## src/include/adc_cmp_pkg.sv

```systemverilog
package adc_cmp_pkg;
  localparam int NUM_UNITS = 2;
  localparam int ADDR_W = 8;
  localparam int DATA_W = 32;
  localparam int RES_W = 12;
  localparam int CH_W = 3;
  localparam int LIM_W = 4;

  // Register byte addresses
  localparam logic [ADDR_W-1:0] CTRL0_OFS = 8'h28;
  localparam logic [ADDR_W-1:0] CTRL1_OFS = 8'h2c;
  localparam logic [ADDR_W-1:0] STATUS_OFS = 8'h30;
  localparam logic [ADDR_W-1:0] EVT_OFS = 8'h34;
  localparam logic [ADDR_W-1:0] MASK_OFS = 8'h38;
  localparam logic [ADDR_W-1:0] FMT_OFS = 8'h3c;

  // Compare control fields
  localparam int EN_BIT = 0;
  localparam int IE_BIT = 1;
  localparam int COND_BIT = 2;
  localparam int CH_LSB = 3;
  localparam int CH_MSB = 5;
  localparam int LIM_LSB = 8;
  localparam int LIM_MSB = 11;
  localparam int THR_LSB = 16;
  localparam int THR_MSB = 27;
  localparam logic [DATA_W-1:0] CTRL_RW_MASK = 32'h0fff_0f3f;
  localparam logic [DATA_W-1:0] CTRL_RESET = 32'h0000_0000;

  // Status and format register fields
  localparam int FLAG0_BIT = 1;
  localparam int FLAG1_BIT = 2;
  localparam int FMT_BIT = 0;
  localparam logic [NUM_UNITS-1:0] UNITS_ZERO = 2'h0;

  localparam logic [1:0] RESP_OKAY = 2'h0;
  localparam logic [1:0] RESP_SLVERR = 2'h2;
  localparam logic [LIM_W-1:0] COUNT_ZERO = 4'h0;
  localparam logic [LIM_W-1:0] COUNT_ONE = 4'h1;
endpackage

```

## src/include/cmp_unit_if.sv

```systemverilog
`timescale 1ns/10ps
interface cmp_unit_if;
  import adc_cmp_pkg::*;
  logic enable;
  logic cond;
  logic fmt;
  logic [CH_W-1:0] chan;
  logic [LIM_W-1:0] limit;
  logic [RES_W-1:0] thr;
  logic res_valid;
  logic [CH_W-1:0] res_ch;
  logic [RES_W-1:0] res_data;
  logic hit;
  logic [LIM_W-1:0] count;

  modport ctrl (
    output enable, cond, fmt, chan, limit, thr, res_valid, res_ch, res_data,
    input hit, count
  );
  modport unit (
    input enable, cond, fmt, chan, limit, thr, res_valid, res_ch, res_data,
    output hit, count
  );
endinterface
```

## src/hw/adc_result_compare.sv

```systemverilog
`timescale 1ns/10ps
module adc_result_compare
  import adc_cmp_pkg::*;
(
  input wire logic aclk,
  input wire logic aresetn,
  input wire logic [ADDR_W-1:0] s_axi_awaddr,
  input wire logic s_axi_awvalid,
  output logic s_axi_awready,
  input wire logic [DATA_W-1:0] s_axi_wdata,
  input wire logic [3:0] s_axi_wstrb,
  input wire logic s_axi_wvalid,
  output logic s_axi_wready,
  output logic [1:0] s_axi_bresp,
  output logic s_axi_bvalid,
  input wire logic s_axi_bready,
  input wire logic [ADDR_W-1:0] s_axi_araddr,
  input wire logic s_axi_arvalid,
  output logic s_axi_arready,
  output logic [DATA_W-1:0] s_axi_rdata,
  output logic [1:0] s_axi_rresp,
  output logic s_axi_rvalid,
  input wire logic s_axi_rready,
  input wire logic result_valid,
  input wire logic [CH_W-1:0] result_channel,
  input wire logic [RES_W-1:0] result_data,
  output logic irq
);
  logic awready_ff;
  logic wready_ff;
  logic bvalid_ff;
  logic [1:0] bresp_ff;
  logic arready_ff;
  logic rvalid_ff;
  logic [1:0] rresp_ff;
  logic [DATA_W-1:0] rdata_ff;
  logic irq_ff;

  logic aw_got_ff;
  logic w_got_ff;
  logic [ADDR_W-1:0] waddr_ff;
  logic [DATA_W-1:0] wdata_ff;
  logic [3:0] wstrb_ff;

  logic [DATA_W-1:0] ctrl_ff [NUM_UNITS];
  logic [NUM_UNITS-1:0] flag_ff;
  logic [NUM_UNITS-1:0] evt_ff;
  logic [NUM_UNITS-1:0] mask_ff;
  logic fmt_ff;

  logic aw_hs;
  logic w_hs;
  logic ar_hs;
  logic do_write;
  logic nxt_aw_got;
  logic nxt_w_got;
  logic nxt_bvalid;
  logic nxt_rvalid;
  logic [DATA_W-1:0] wmask;
  logic [DATA_W-1:0] nxt_rdata;
  logic rd_hit;
  logic wr_hit;
  logic [NUM_UNITS-1:0] hit;
  logic [NUM_UNITS-1:0] irq_en;
  logic [NUM_UNITS-1:0] flag_clr;
  logic [NUM_UNITS-1:0] evt_clr;

  assign aw_hs = s_axi_awvalid && awready_ff;
  assign w_hs = s_axi_wvalid && wready_ff;
  assign ar_hs = s_axi_arvalid && arready_ff;
  assign do_write = aw_got_ff && w_got_ff && !bvalid_ff;

  assign nxt_aw_got = do_write ? 1'b0 : (aw_hs ? 1'b1 : aw_got_ff);
  assign nxt_w_got = do_write ? 1'b0 : (w_hs ? 1'b1 : w_got_ff);
  assign nxt_bvalid = do_write ? 1'b1 : ((bvalid_ff && s_axi_bready) ? 1'b0 : bvalid_ff);
  assign nxt_rvalid = ar_hs ? 1'b1 : ((rvalid_ff && s_axi_rready) ? 1'b0 : rvalid_ff);

  // Byte lanes of the held write
  genvar b;
  generate
    for (b = 0; b < 4; b++) begin : g_lane
      assign wmask[b*8 +: 8] = {8{wstrb_ff[b]}};
    end
  endgenerate

  // Write address and data channels, taken in either order
  always_ff @(posedge aclk) begin
    if (!aresetn) begin
      aw_got_ff <= 1'b0;
      waddr_ff <= {ADDR_W{1'b0}};
    end else begin
      aw_got_ff <= nxt_aw_got;
      if (aw_hs) begin
        waddr_ff <= s_axi_awaddr;
      end
    end
  end

  always_ff @(posedge aclk) begin
    if (!aresetn) begin
      w_got_ff <= 1'b0;
      wdata_ff <= {DATA_W{1'b0}};
      wstrb_ff <= 4'h0;
    end else begin
      w_got_ff <= nxt_w_got;
      if (w_hs) begin
        wdata_ff <= s_axi_wdata;
        wstrb_ff <= s_axi_wstrb;
      end
    end
  end

  always_ff @(posedge aclk) begin
    if (!aresetn) begin
      awready_ff <= 1'b0;
      wready_ff <= 1'b0;
      bvalid_ff <= 1'b0;
      bresp_ff <= RESP_OKAY;
    end else begin
      awready_ff <= !nxt_aw_got && !nxt_bvalid;
      wready_ff <= !nxt_w_got && !nxt_bvalid;
      bvalid_ff <= nxt_bvalid;
      if (do_write) begin
        bresp_ff <= wr_hit ? RESP_OKAY : RESP_SLVERR;
      end
    end
  end

  always_comb begin
    wr_hit = 1'b1;
    case (waddr_ff)
      CTRL0_OFS, CTRL1_OFS, STATUS_OFS, EVT_OFS, MASK_OFS, FMT_OFS: wr_hit = 1'b1;
      default: wr_hit = 1'b0;
    endcase
  end

  // Compare control registers
  always_ff @(posedge aclk) begin
    if (!aresetn) begin
      ctrl_ff[0] <= CTRL_RESET;
      ctrl_ff[1] <= CTRL_RESET;
    end else if (do_write) begin
      if (waddr_ff == CTRL0_OFS) begin
        ctrl_ff[0] <= (ctrl_ff[0] & ~wmask) | (wdata_ff & wmask & CTRL_RW_MASK);
      end
      if (waddr_ff == CTRL1_OFS) begin
        ctrl_ff[1] <= (ctrl_ff[1] & ~wmask) | (wdata_ff & wmask & CTRL_RW_MASK);
      end
    end
  end

  always_ff @(posedge aclk) begin
    if (!aresetn) begin
      mask_ff <= UNITS_ZERO;
      fmt_ff <= 1'b0;
    end else if (do_write && wstrb_ff[0]) begin
      if (waddr_ff == MASK_OFS) begin
        mask_ff <= wdata_ff[NUM_UNITS-1:0];
      end
      if (waddr_ff == FMT_OFS) begin
        fmt_ff <= wdata_ff[FMT_BIT];
      end
    end
  end

  // Two compare units fed with the converter's result stream
  genvar g;
  generate
    for (g = 0; g < NUM_UNITS; g++) begin : g_unit
      cmp_unit_if cu ();
      assign cu.enable = ctrl_ff[g][EN_BIT];
      assign cu.cond = ctrl_ff[g][COND_BIT];
      assign cu.chan = ctrl_ff[g][CH_MSB:CH_LSB];
      assign cu.limit = ctrl_ff[g][LIM_MSB:LIM_LSB];
      assign cu.thr = ctrl_ff[g][THR_MSB:THR_LSB];
      assign cu.fmt = fmt_ff;
      assign cu.res_valid = result_valid;
      assign cu.res_ch = result_channel;
      assign cu.res_data = result_data;
      assign hit[g] = cu.hit;
      assign irq_en[g] = ctrl_ff[g][IE_BIT];
      compare_unit u_unit (
        .aclk(aclk),
        .aresetn(aresetn),
        .u(cu.unit)
      );
    end
  endgenerate

  // Flags clear by writing one; a hit in the same cycle wins
  assign flag_clr = (do_write && waddr_ff == STATUS_OFS && wstrb_ff[0]) ?
                    {wdata_ff[FLAG1_BIT], wdata_ff[FLAG0_BIT]} : UNITS_ZERO;

  always_ff @(posedge aclk) begin
    if (!aresetn) begin
      flag_ff <= UNITS_ZERO;
    end else begin
      flag_ff <= hit | (flag_ff & ~flag_clr);
    end
  end

  // Event bits clear when read; a hit in the same cycle wins
  assign evt_clr = (ar_hs && s_axi_araddr == EVT_OFS) ? {NUM_UNITS{1'b1}} : UNITS_ZERO;

  always_ff @(posedge aclk) begin
    if (!aresetn) begin
      evt_ff <= UNITS_ZERO;
    end else begin
      evt_ff <= hit | (evt_ff & ~evt_clr);
    end
  end

  always_ff @(posedge aclk) begin
    if (!aresetn) begin
      irq_ff <= 1'b0;
    end else begin
      irq_ff <= |(evt_ff & mask_ff & irq_en & flag_ff);
    end
  end

  // Read channel
  always_comb begin
    nxt_rdata = {DATA_W{1'b0}};
    rd_hit = 1'b1;
    case (s_axi_araddr)
      CTRL0_OFS: nxt_rdata = ctrl_ff[0];
      CTRL1_OFS: nxt_rdata = ctrl_ff[1];
      STATUS_OFS: begin
        nxt_rdata[FLAG0_BIT] = flag_ff[0];
        nxt_rdata[FLAG1_BIT] = flag_ff[1];
      end
      EVT_OFS: nxt_rdata[NUM_UNITS-1:0] = evt_ff;
      MASK_OFS: nxt_rdata[NUM_UNITS-1:0] = mask_ff;
      FMT_OFS: nxt_rdata[FMT_BIT] = fmt_ff;
      default: rd_hit = 1'b0;
    endcase
  end

  always_ff @(posedge aclk) begin
    if (!aresetn) begin
      arready_ff <= 1'b0;
      rvalid_ff <= 1'b0;
      rdata_ff <= {DATA_W{1'b0}};
      rresp_ff <= RESP_OKAY;
    end else begin
      arready_ff <= !nxt_rvalid;
      rvalid_ff <= nxt_rvalid;
      if (ar_hs) begin
        rdata_ff <= nxt_rdata;
        rresp_ff <= rd_hit ? RESP_OKAY : RESP_SLVERR;
      end
    end
  end

  assign s_axi_awready = awready_ff;
  assign s_axi_wready = wready_ff;
  assign s_axi_bvalid = bvalid_ff;
  assign s_axi_bresp = bresp_ff;
  assign s_axi_arready = arready_ff;
  assign s_axi_rvalid = rvalid_ff;
  assign s_axi_rdata = rdata_ff;
  assign s_axi_rresp = rresp_ff;
  assign irq = irq_ff;

  a_flag0_on_hit: assert property (@(posedge aclk) disable iff (!aresetn)
    hit[0] |=> flag_ff[0] && $past(g_unit[0].cu.enable, 2))
    else $error("unit 0 hit did not set status bit 1");
  a_flag1_on_hit: assert property (@(posedge aclk) disable iff (!aresetn)
    hit[1] |=> flag_ff[1]) else $error("unit 1 hit did not set status bit 2");
  a_flag_sticky: assert property (@(posedge aclk) disable iff (!aresetn)
    flag_ff[0] && !flag_clr[0] |=> flag_ff[0]) else $error("flag dropped without clear");
  a_flag_w1c: assert property (@(posedge aclk) disable iff (!aresetn)
    flag_clr[1] && !hit[1] |=> !flag_ff[1]) else $error("write one did not clear flag");
  a_irq_needs_ie: assert property (@(posedge aclk) disable iff (!aresetn)
    irq_en == UNITS_ZERO [*2] |-> !irq_ff) else $error("interrupt with enables clear");
  a_irq_raised: assert property (@(posedge aclk) disable iff (!aresetn)
    hit[0] && irq_en[0] && mask_ff[0] ##1 irq_en[0] && mask_ff[0] |=> irq_ff)
    else $error("enabled flag gave no interrupt");
  a_irq1_raised: assert property (@(posedge aclk) disable iff (!aresetn)
    hit[1] && irq_en[1] && mask_ff[1] ##1 irq_en[1] && mask_ff[1] |=> irq_ff)
    else $error("enabled flag gave no interrupt");
  a_irq_needs_flag: assert property (@(posedge aclk) disable iff (!aresetn)
    irq_ff |-> $past((flag_ff & irq_en) != UNITS_ZERO)) else $error("interrupt without flag");
  a_flag1_sticky: assert property (@(posedge aclk) disable iff (!aresetn)
    flag_ff[1] && !flag_clr[1] |=> flag_ff[1]) else $error("flag dropped without clear");
  a_flag0_w1c: assert property (@(posedge aclk) disable iff (!aresetn)
    flag_clr[0] && !hit[0] |=> !flag_ff[0]) else $error("write one did not clear flag");
  a_flag0_no_cause: assert property (@(posedge aclk) disable iff (!aresetn)
    !flag_ff[0] && !hit[0] |=> !flag_ff[0]) else $error("unit 0 flag set without hit");
  a_flag1_no_cause: assert property (@(posedge aclk) disable iff (!aresetn)
    !flag_ff[1] && !hit[1] |=> !flag_ff[1]) else $error("unit 1 flag set without hit");
  a_evt_read_clear: assert property (@(posedge aclk) disable iff (!aresetn)
    ar_hs && s_axi_araddr == EVT_OFS && hit == UNITS_ZERO |=> evt_ff == UNITS_ZERO)
    else $error("event bits not cleared by read");

  // Register bus: answers stand until taken, one transfer of each kind at a time
  a_bvalid_holds: assert property (@(posedge aclk) disable iff (!aresetn)
    bvalid_ff && !s_axi_bready |=> bvalid_ff && bresp_ff == $past(bresp_ff))
    else $error("write response dropped before taken");
  a_write_answered: assert property (@(posedge aclk) disable iff (!aresetn)
    aw_got_ff && w_got_ff && !bvalid_ff |=> bvalid_ff)
    else $error("write not answered after both halves");
  a_write_busy: assert property (@(posedge aclk) disable iff (!aresetn)
    bvalid_ff |-> !awready_ff && !wready_ff)
    else $error("write channels ready while response pending");
  a_rvalid_holds: assert property (@(posedge aclk) disable iff (!aresetn)
    rvalid_ff && !s_axi_rready |=> rvalid_ff && rdata_ff == $past(rdata_ff))
    else $error("read data dropped before taken");
  a_read_answered: assert property (@(posedge aclk) disable iff (!aresetn)
    ar_hs |=> rvalid_ff && !arready_ff)
    else $error("read not answered in one cycle");
  a_unmapped_read: assert property (@(posedge aclk) disable iff (!aresetn)
    ar_hs && !rd_hit |=> rresp_ff == RESP_SLVERR && rdata_ff == {DATA_W{1'b0}})
    else $error("unmapped read not refused");
  a_status_read: assert property (@(posedge aclk) disable iff (!aresetn)
    ar_hs && s_axi_araddr == STATUS_OFS
    |=> rdata_ff[FLAG0_BIT] == $past(flag_ff[0]) && rdata_ff[FLAG1_BIT] == $past(flag_ff[1]))
    else $error("status read does not show flags");
  a_ctrl0_write: assert property (@(posedge aclk) disable iff (!aresetn)
    do_write && waddr_ff == CTRL0_OFS && &wstrb_ff
    |=> ctrl_ff[0] == ($past(wdata_ff) & CTRL_RW_MASK)) else $error("control write lost");
  a_ctrl_reserved: assert property (@(posedge aclk) disable iff (!aresetn)
    (ctrl_ff[0] & ~CTRL_RW_MASK) == {DATA_W{1'b0}}
    && (ctrl_ff[1] & ~CTRL_RW_MASK) == {DATA_W{1'b0}})
    else $error("reserved control bits set");
  a_mask_write: assert property (@(posedge aclk) disable iff (!aresetn)
    do_write && waddr_ff == MASK_OFS && wstrb_ff[0]
    |=> mask_ff == $past(wdata_ff[NUM_UNITS-1:0])) else $error("mask write lost");
  a_fmt_write: assert property (@(posedge aclk) disable iff (!aresetn)
    do_write && waddr_ff == FMT_OFS && wstrb_ff[0]
    |=> fmt_ff == $past(wdata_ff[FMT_BIT])) else $error("format write lost");
endmodule

```

## src/hw/compare_unit.sv

```systemverilog
`timescale 1ns/10ps
module compare_unit
  import adc_cmp_pkg::*;
(
  input wire logic aclk,
  input wire logic aresetn,
  cmp_unit_if.unit u
);
  logic [LIM_W-1:0] count_ff;
  logic hit_ff;
  logic sel;
  logic below;
  logic match;

  assign sel = u.res_valid && u.enable && (u.res_ch == u.chan);
  // Signed view only when the converter delivers two's-complement results
  assign below = u.fmt ? ($signed(u.res_data) < $signed(u.thr)) : (u.res_data < u.thr);
  assign match = u.cond ? !below : below;

  always_ff @(posedge aclk) begin
    if (!aresetn) begin
      count_ff <= COUNT_ZERO;
    end else if (!u.enable) begin
      count_ff <= COUNT_ZERO;
    end else if (sel) begin
      if (!match) begin
        count_ff <= COUNT_ZERO;
      end else if (count_ff == u.limit) begin
        count_ff <= COUNT_ZERO;
      end else begin
        count_ff <= LIM_W'(count_ff + COUNT_ONE);
      end
    end
  end

  always_ff @(posedge aclk) begin
    if (!aresetn) begin
      hit_ff <= 1'b0;
    end else begin
      hit_ff <= sel && match && (count_ff == u.limit);
    end
  end

  assign u.hit = hit_ff;
  assign u.count = count_ff;

  a_count_off_zero: assert property (@(posedge aclk) disable iff (!aresetn)
    !u.enable |=> count_ff == COUNT_ZERO) else $error("count not cleared while disabled");
  a_miss_clears_count: assert property (@(posedge aclk) disable iff (!aresetn)
    sel && !match |=> count_ff == COUNT_ZERO && !hit_ff) else $error("miss did not clear count");
  a_match_counts_up: assert property (@(posedge aclk) disable iff (!aresetn)
    sel && match && count_ff != u.limit |=> count_ff == LIM_W'($past(count_ff) + COUNT_ONE))
    else $error("match did not advance count");
  a_hit_at_limit: assert property (@(posedge aclk) disable iff (!aresetn)
    sel && match && count_ff == u.limit |=> hit_ff ##1 !hit_ff || $past(sel))
    else $error("limit reached without hit");
  a_disabled_no_hit: assert property (@(posedge aclk) disable iff (!aresetn)
    !u.enable |=> !hit_ff) else $error("hit while compare disabled");
  a_hit_right_channel: assert property (@(posedge aclk) disable iff (!aresetn)
    hit_ff |-> $past(u.res_ch) == $past(u.chan) && $past(u.res_valid))
    else $error("hit from unselected channel");
  a_signed_ge: assert property (@(posedge aclk) disable iff (!aresetn)
    sel && u.fmt && u.cond && $signed(u.res_data) >= $signed(u.thr) && count_ff == u.limit
    |=> hit_ff) else $error("signed compare missed");
endmodule

```

## config.mk

```make
export PLATFORM = sky130hd
export DESIGN_NAME = adc_result_compare
export DESIGN_NICKNAME = d
export VERILOG_FILES = /design/src/include/adc_cmp_pkg.sv /design/src/include/cmp_unit_if.sv /design/src/hw/adc_result_compare.sv /design/src/hw/compare_unit.sv
export SDC_FILE = /design/constraint.sdc
export NUM_CORES = 1
export LEC_CHECK = 0
export BUFFER_PORTS_ARGS = -buffer_cell sky130_fd_sc_hd__clkbuf_2
export CAP_MARGIN = 15
export CORE_ASPECT_RATIO = 0.9
export CORE_MARGIN = 2
export CORE_UTILIZATION = 57
export CTS_CLUSTER_DIAMETER = 150
export CTS_CLUSTER_SIZE = 28
export DETAILED_ROUTE_END_ITERATION = 6
export GPL_TIMING_DRIVEN = 0
export PLACE_DENSITY = 0.92
export SLEW_MARGIN = 0
export SYNTH_ARGS = -nofsm -noshare
export SYNTH_HDL_FRONTEND = slang
export SYNTH_SLANG_ARGS = --single-unit
```

## constraint.sdc

```tcl
create_clock -name aclk -period 5.3 [get_ports aclk]
set_input_delay 1.06 -clock aclk [delete_from_list [all_inputs] [get_ports aclk]]
set_output_delay 1.06 -clock aclk [all_outputs]
set_load 0.05 [all_outputs]
```

* Word level (Yosys, flattened, before mapping)
Memories as Yosys holds them, arrays and structs flattened. Index checks and enable logic that the tools add are counted. Widths: inputs -> output; s select.
Cells by class: bitwise logic cells 17, multiplexer cells 37, add/subtract/negate cells 2, reduce and logical (&&, ||, !) cells 35, $lt $le $gt $ge 4, eq/ne operators 16
Operators by type and width (number):
- $eq 8x6->1 const B | 12
- $and 32x32->32 | 2
- $mux 32 | 2
- $or 32x28->32 | 2
- $pmux 29 s2 | 1
- $lt 12x12->1 | 4
- $not 32->32 | 1
- $and 28x28->28 | 1
- $mux 1 | 23
- $logic_and 1x1->1 | 21
- $mux 4 | 4
- $reduce_or 6->1 | 2
- $and 2x2->2 | 5
- $pmux 1 s5 | 2
- $add 4x1->4 const B | 2
- $eq 4x4->1 | 2
- $mux 2 | 4
- $reduce_and 2->1 | 4
- $logic_not 1->1 | 7
- $eq 3x3->1 | 2
- $not 2->2 | 2
- $or 2x2->2 | 2
- $pmux 1 s3 | 1
- $or 1x1->1 | 2
- $reduce_or 2->1 | 1
Word-level totals: memories 1, bits in registers 101, output and inout port bits 42, word-level logic and storage cells 134, input port bits 75, bits in writable memories 64
Memory list:
- ctrl_ff | words 2, bits a word 32, read ports 2, clocked after Yosys merged registers in 0, wr ports 2, line adc_result_compare.sv:45 | logic [DATA_W-1:0] ctrl_ff [NUM_UNITS];

* Depth between registers and ports, before layout
word-level depth 8, depth in mapped cells 8, gate-level depth less buffers 8

* By module
A second synthesis with hierarchy kept.
Unflattened totals: cell total of the unflattened synthesis 780, area, all modules 7583.5 µm²
By module, submodules not included:
- adc_result_compare | cells an instance 626, seq. area each 3583.4 µm², area an instance 6292.3 µm², times used 1
- compare_unit | cells an instance 77, seq. area each 100.1 µm², area an instance 645.6 µm², times used 2

* Least setup slack after synthesis
No wires, ideal clock.
path kind in2reg, from in aresetn, to mem ctrl_ff[1][0] (netlist: ctrl_ff[0][32]) (enable), slack 0.811 ns, arrival 4.023 ns, buffers on the path 2, cell stages on the path 4, path through or3b_1 > buf_2 > buf_2 > o21ai_0
RTL lines:
- start: declaration | line adc_result_compare.sv:6 | input wire logic aresetn,
- end: declaration | line adc_result_compare.sv:45

==> summary.txt <==
SETUP PATH
-------------------------------------------------------------------------------------
Crit. Startpoint                                                              aresetn
Maximum cell stage delay along the critical path                              0.61 ns
Crit path depth                                                                     7
Slack of the worst reg-to-reg path                                            2.58 ns
Element type at the critical path end                                       flip-flop
Buf+Inv Stages, Crit Path                                                           6
Worst setup path category                                                   in -> reg
Number of cell instances on the worst register-to-register path                     8
Delay-heaviest family, CP                                                buffers and inverters
Worst path slowest cell                                                      clkbuf_1
Critical-path maximum fanout                                                       15
Cell with the most instances on the worst path                               clkbuf_1
Reg2reg end                                                              ctrl_ff[0][63]
Cell-by-cell listing of the critical path                                clkbuf_2 -> clkbuf_1 -> clkbuf_1 -> clkbuf_1 -> o31ai_4 -> buf_8 -> buf_8
Data required time of the worst path                                          5.49 ns
Worst path arrival time                                                       3.32 ns
Worst Setup EP                                                           ctrl_ff[0][31]
Startpoint types                                                            input pin
Reg-to-reg critical path startpoint                                       waddr_ff[1]

STA
-------------------------------------------------------------------------------------
Final number of max-transition violations                                           0
Hold Violations, Final                                                              0
Worst clock skew                                                          0.008406 ns
Period Utilization, post-route                                                 0.5907
Transition time at the pin with the least slew margin                       0.7309 ns
Unrepaired setup endpoints after global routing                                    no
Fmax                                                                       0.3194 GHz
Final critical-path setup slack                                              2.169 ns
Worst slew slack as a fraction of its limit                                    0.5127
Shortest period the worst path allows                                        3.131 ns
Final setup fails                                                                   0
Final total negative setup slack                                                 0 ns

YOSYS
-------------------------------------------------------------------------------------
Proportion of synthesized chip area in sequential cells                        0.5081
Combined area of all synthesized cells                                       7447 µm²
Avg Synthesized Cell Area                                                   9.877 µm²
Cell types with the largest area share after synthesis                   edfxtp_1, dfxtp_1, nand2_1
Prevailing post-synth register cell                                           dfxtp_1
Gate count after technology mapping                                               754
Number of enable flip-flop cells after synthesis                                   64
Cell type contributing the most total cell area after synthesis              edfxtp_1
Synth cell types                                                                   57
Fraction of registers with async set/reset                                          0
Seq cells post-synth                                                              157
Fraction of post-synthesis cell area in the top cell type by area              0.2581
Synthesis warning total                                                             0

RUN STATUS
-------------------------------------------------------------------------------------
Run status                                                                  completed

FLOORPLANNING
-------------------------------------------------------------------------------------
Die H                                                                        112.4 µm
Core Box Area                                                              12,740 µm²
IO Pins                                                                           117
Width of the chip                                                            124.5 µm
Cell Rows                                                                          39
Die footprint                                                              14,000 µm²
Initial Utilization                                                            0.5847

ROUTE
-------------------------------------------------------------------------------------
Avg WL per Cell                                                              17.79 µm
Iteration count of the initial detailed-routing pass                                5
Average vias per placed instance                                                5.857
Final routed DRC violation total                                                    0
Via count                                                                       6,191
Routed wire length                                                          18,810 µm
Number of DRC markers after the initial detailed-route iteration                  597
Routed Antenna Nets                                                                 0

PLACED DESIGN
-------------------------------------------------------------------------------------
Worst-case setup slack after placement                                       1.791 ns
Post-Place Cell Area                                                         8254 µm²
Post-DP HPWL                                                                13,990 µm
Final weighted congestion in routability-driven placement                      0.9226
IO Port Bufs                                                                      103

RUN
-------------------------------------------------------------------------------------
MaxCap Viol Count                                                                   0

POWER
-------------------------------------------------------------------------------------
Switching component of the power                                             732.9 µW
Power density cells                                                      325.3 nW/µm²
Total power consumption of the routed design                                 2.880 mW
Peak supply drop                                                             249.4 µV
Switch share                                                                   0.2545
Internal power summed over all cells                                         2.147 mW
Power share of the sequential group                                             0.466
Part of the total power dissipated in the clock network                         0.427
Combinational share of power                                                    0.107
Pleak                                                                        3.415 nW

CTS
-------------------------------------------------------------------------------------
Total clock buffers created by CTS                                                 17
Sinks on the clock net                                                            157
Clock Path Buffers                                                                  2
Max H-tree Level                                                                    4
Post_cts resized                                                                    0
Reg clk slew, reported paths                                                  0.06 ns
Skew-Pair Late Insertion Delay                                                0.43 ns
Count of buffers added by post-CTS timing repair for setup                          0
Hold buffers post-CTS                                                               0
CTS Root Buffer Type                                                        clkbuf_16
CTS tree                                                                          yes

GRT
-------------------------------------------------------------------------------------
GRT Resource Usage Total                                                       0.2762
Pin count of the biggest net entering global routing                               22
Global-route wire length before repair                                      30,350 µm
Vias in the first global route                                                  5,944
GRT overflow                                                                        0
Initial antenna violation count                                                     0

FINAL LAYOUT
-------------------------------------------------------------------------------------
Leading cell types in the layout, fill and taps excluded                 nand2_1, clkbuf_2, dfxtp_1
Finished Cell Area                                                           8853 µm²
Filler cells                                                                      927
Most frequent standard cell in the layout excluding fill and tap cells        nand2_1
Layout cells sized above 1                                                     0.1971
Area of all sequential standard cells                                        3784 µm²
Post-layout nets                                                                  979
Antenna cell count                                                                  0
Area of the multi-input gates                                                3393 µm²
Layout-stage area growth over the synthesis result                             18.88%

HOLD PATH
-------------------------------------------------------------------------------------
Worst min-delay path class                                                 reg -> reg

layout make-up:
cell class	instances	share of cell area
plain buffers	45	0.02233
clock buffers	17	0.04805
clock inverters	15	0.01964
inverters	27	0.01145
multi-input cells	526	0.3833
flip-flops and latches	157	0.4274
well taps	164	0.02318
repair buffers	106	0.06473
power groups by stage:
stage | clock network [mW] | logic, mW | registers, mW
after floorplan | 0 | 0.144 | 1.42
after global placement | 0 | 0.290 | 1.37
after detailed placement | 0 | 0.304 | 1.37
after CTS | 1.23 | 0.306 | 1.34
after global routing | 1.28 | 0.334 | 1.35
final | 1.23 | 0.307 | 1.34
sequential cells by signal, summed over array words and instances, names as in the netlist:
name and count:
ctrl_ff 64, s_axi_rresp 1, s_axi_bvalid 1, aw_got_ff 1
s_axi_arready 1, wdata_ff 22, s_axi_bresp 1, waddr_ff 8
s_axi_rvalid 1, evt_ff 2, w_got_ff 1, s_axi_awready 1
irq 1, fmt_ff 1, s_axi_rdata 32, mask_ff 2
g_unit.u_unit.u.hit 2, g_unit.u_unit.u.count 8, s_axi_wready 1, wstrb_ff 4
flag_ff 2
cell usage after synthesis, drive strengths merged, types with 9 or more instances:
cell type / n
a21boi: 39
a21oi: 35
a221oi: 31
and2: 21
buf: 9
clkbuf: 36
dfxtp: 93
edfxtp: 64
ha: 24
inv: 27
nand2: 112
nand2b: 29
nor2: 45
nor2b: 29
nor3: 10
nor3b: 35
o21ai: 31
xor2: 16
kinds of logic after synthesis:
family / synth area share
compound gates: 0.1514
xor+xnor: 0.02453
fa+ha+maj: 0.04032
buf+inv: 0.04015
flops: 0.5081
mux: 0.01109
other cells: 0.0005035
simple gates: 0.2240
per-stage QoR:
step / cells / hold WS (ns) / util
final: 1057 / 0.4563 / 0.6952
after global routing: 1057 / 0.4829 / 0.6952
after CTS: 1057 / 0.4547 / 0.6952
after detailed placement: 1025 / 0.4396 / 0.6481
after global placement: 1022 / 0.4423 / 0.6416
after floorplan: 755 / 0.4217 / -
worst min-delay path by stage:
| stage | start | end | cells after the start | slack (ns) |
|---|---|---|---|---|
| CTS | aw_got_ff | s_axi_awready | 1 | 0.45 |
| global route | aw_got_ff | s_axi_awready | 1 | 0.48 |
| global placement | aw_got_ff | s_axi_awready | 1 | 0.44 |
| detailed placement | w_got_ff | s_axi_wready | 1 | 0.44 |
| finish | w_got_ff | s_axi_wready | 1 | 0.46 |
| floorplan | w_got_ff | s_axi_wready | 1 | 0.42 |
per-layer routing:
| layer | global-route usage | vias up | routed length, µm |
|---|---|---|---|
| li1 | - | 2920 | - |
| met1 | 0.3667 | 2882 | 8010 |
| met2 | 0.4423 | 338 | 8662 |
| met3 | 0.07054 | 51 | 1717 |
| met4 | 0.09963 | 0 | 417 |
| met5 | 0 | - | 0 |
No activity file was read; power rests on OpenSTA's default activity.
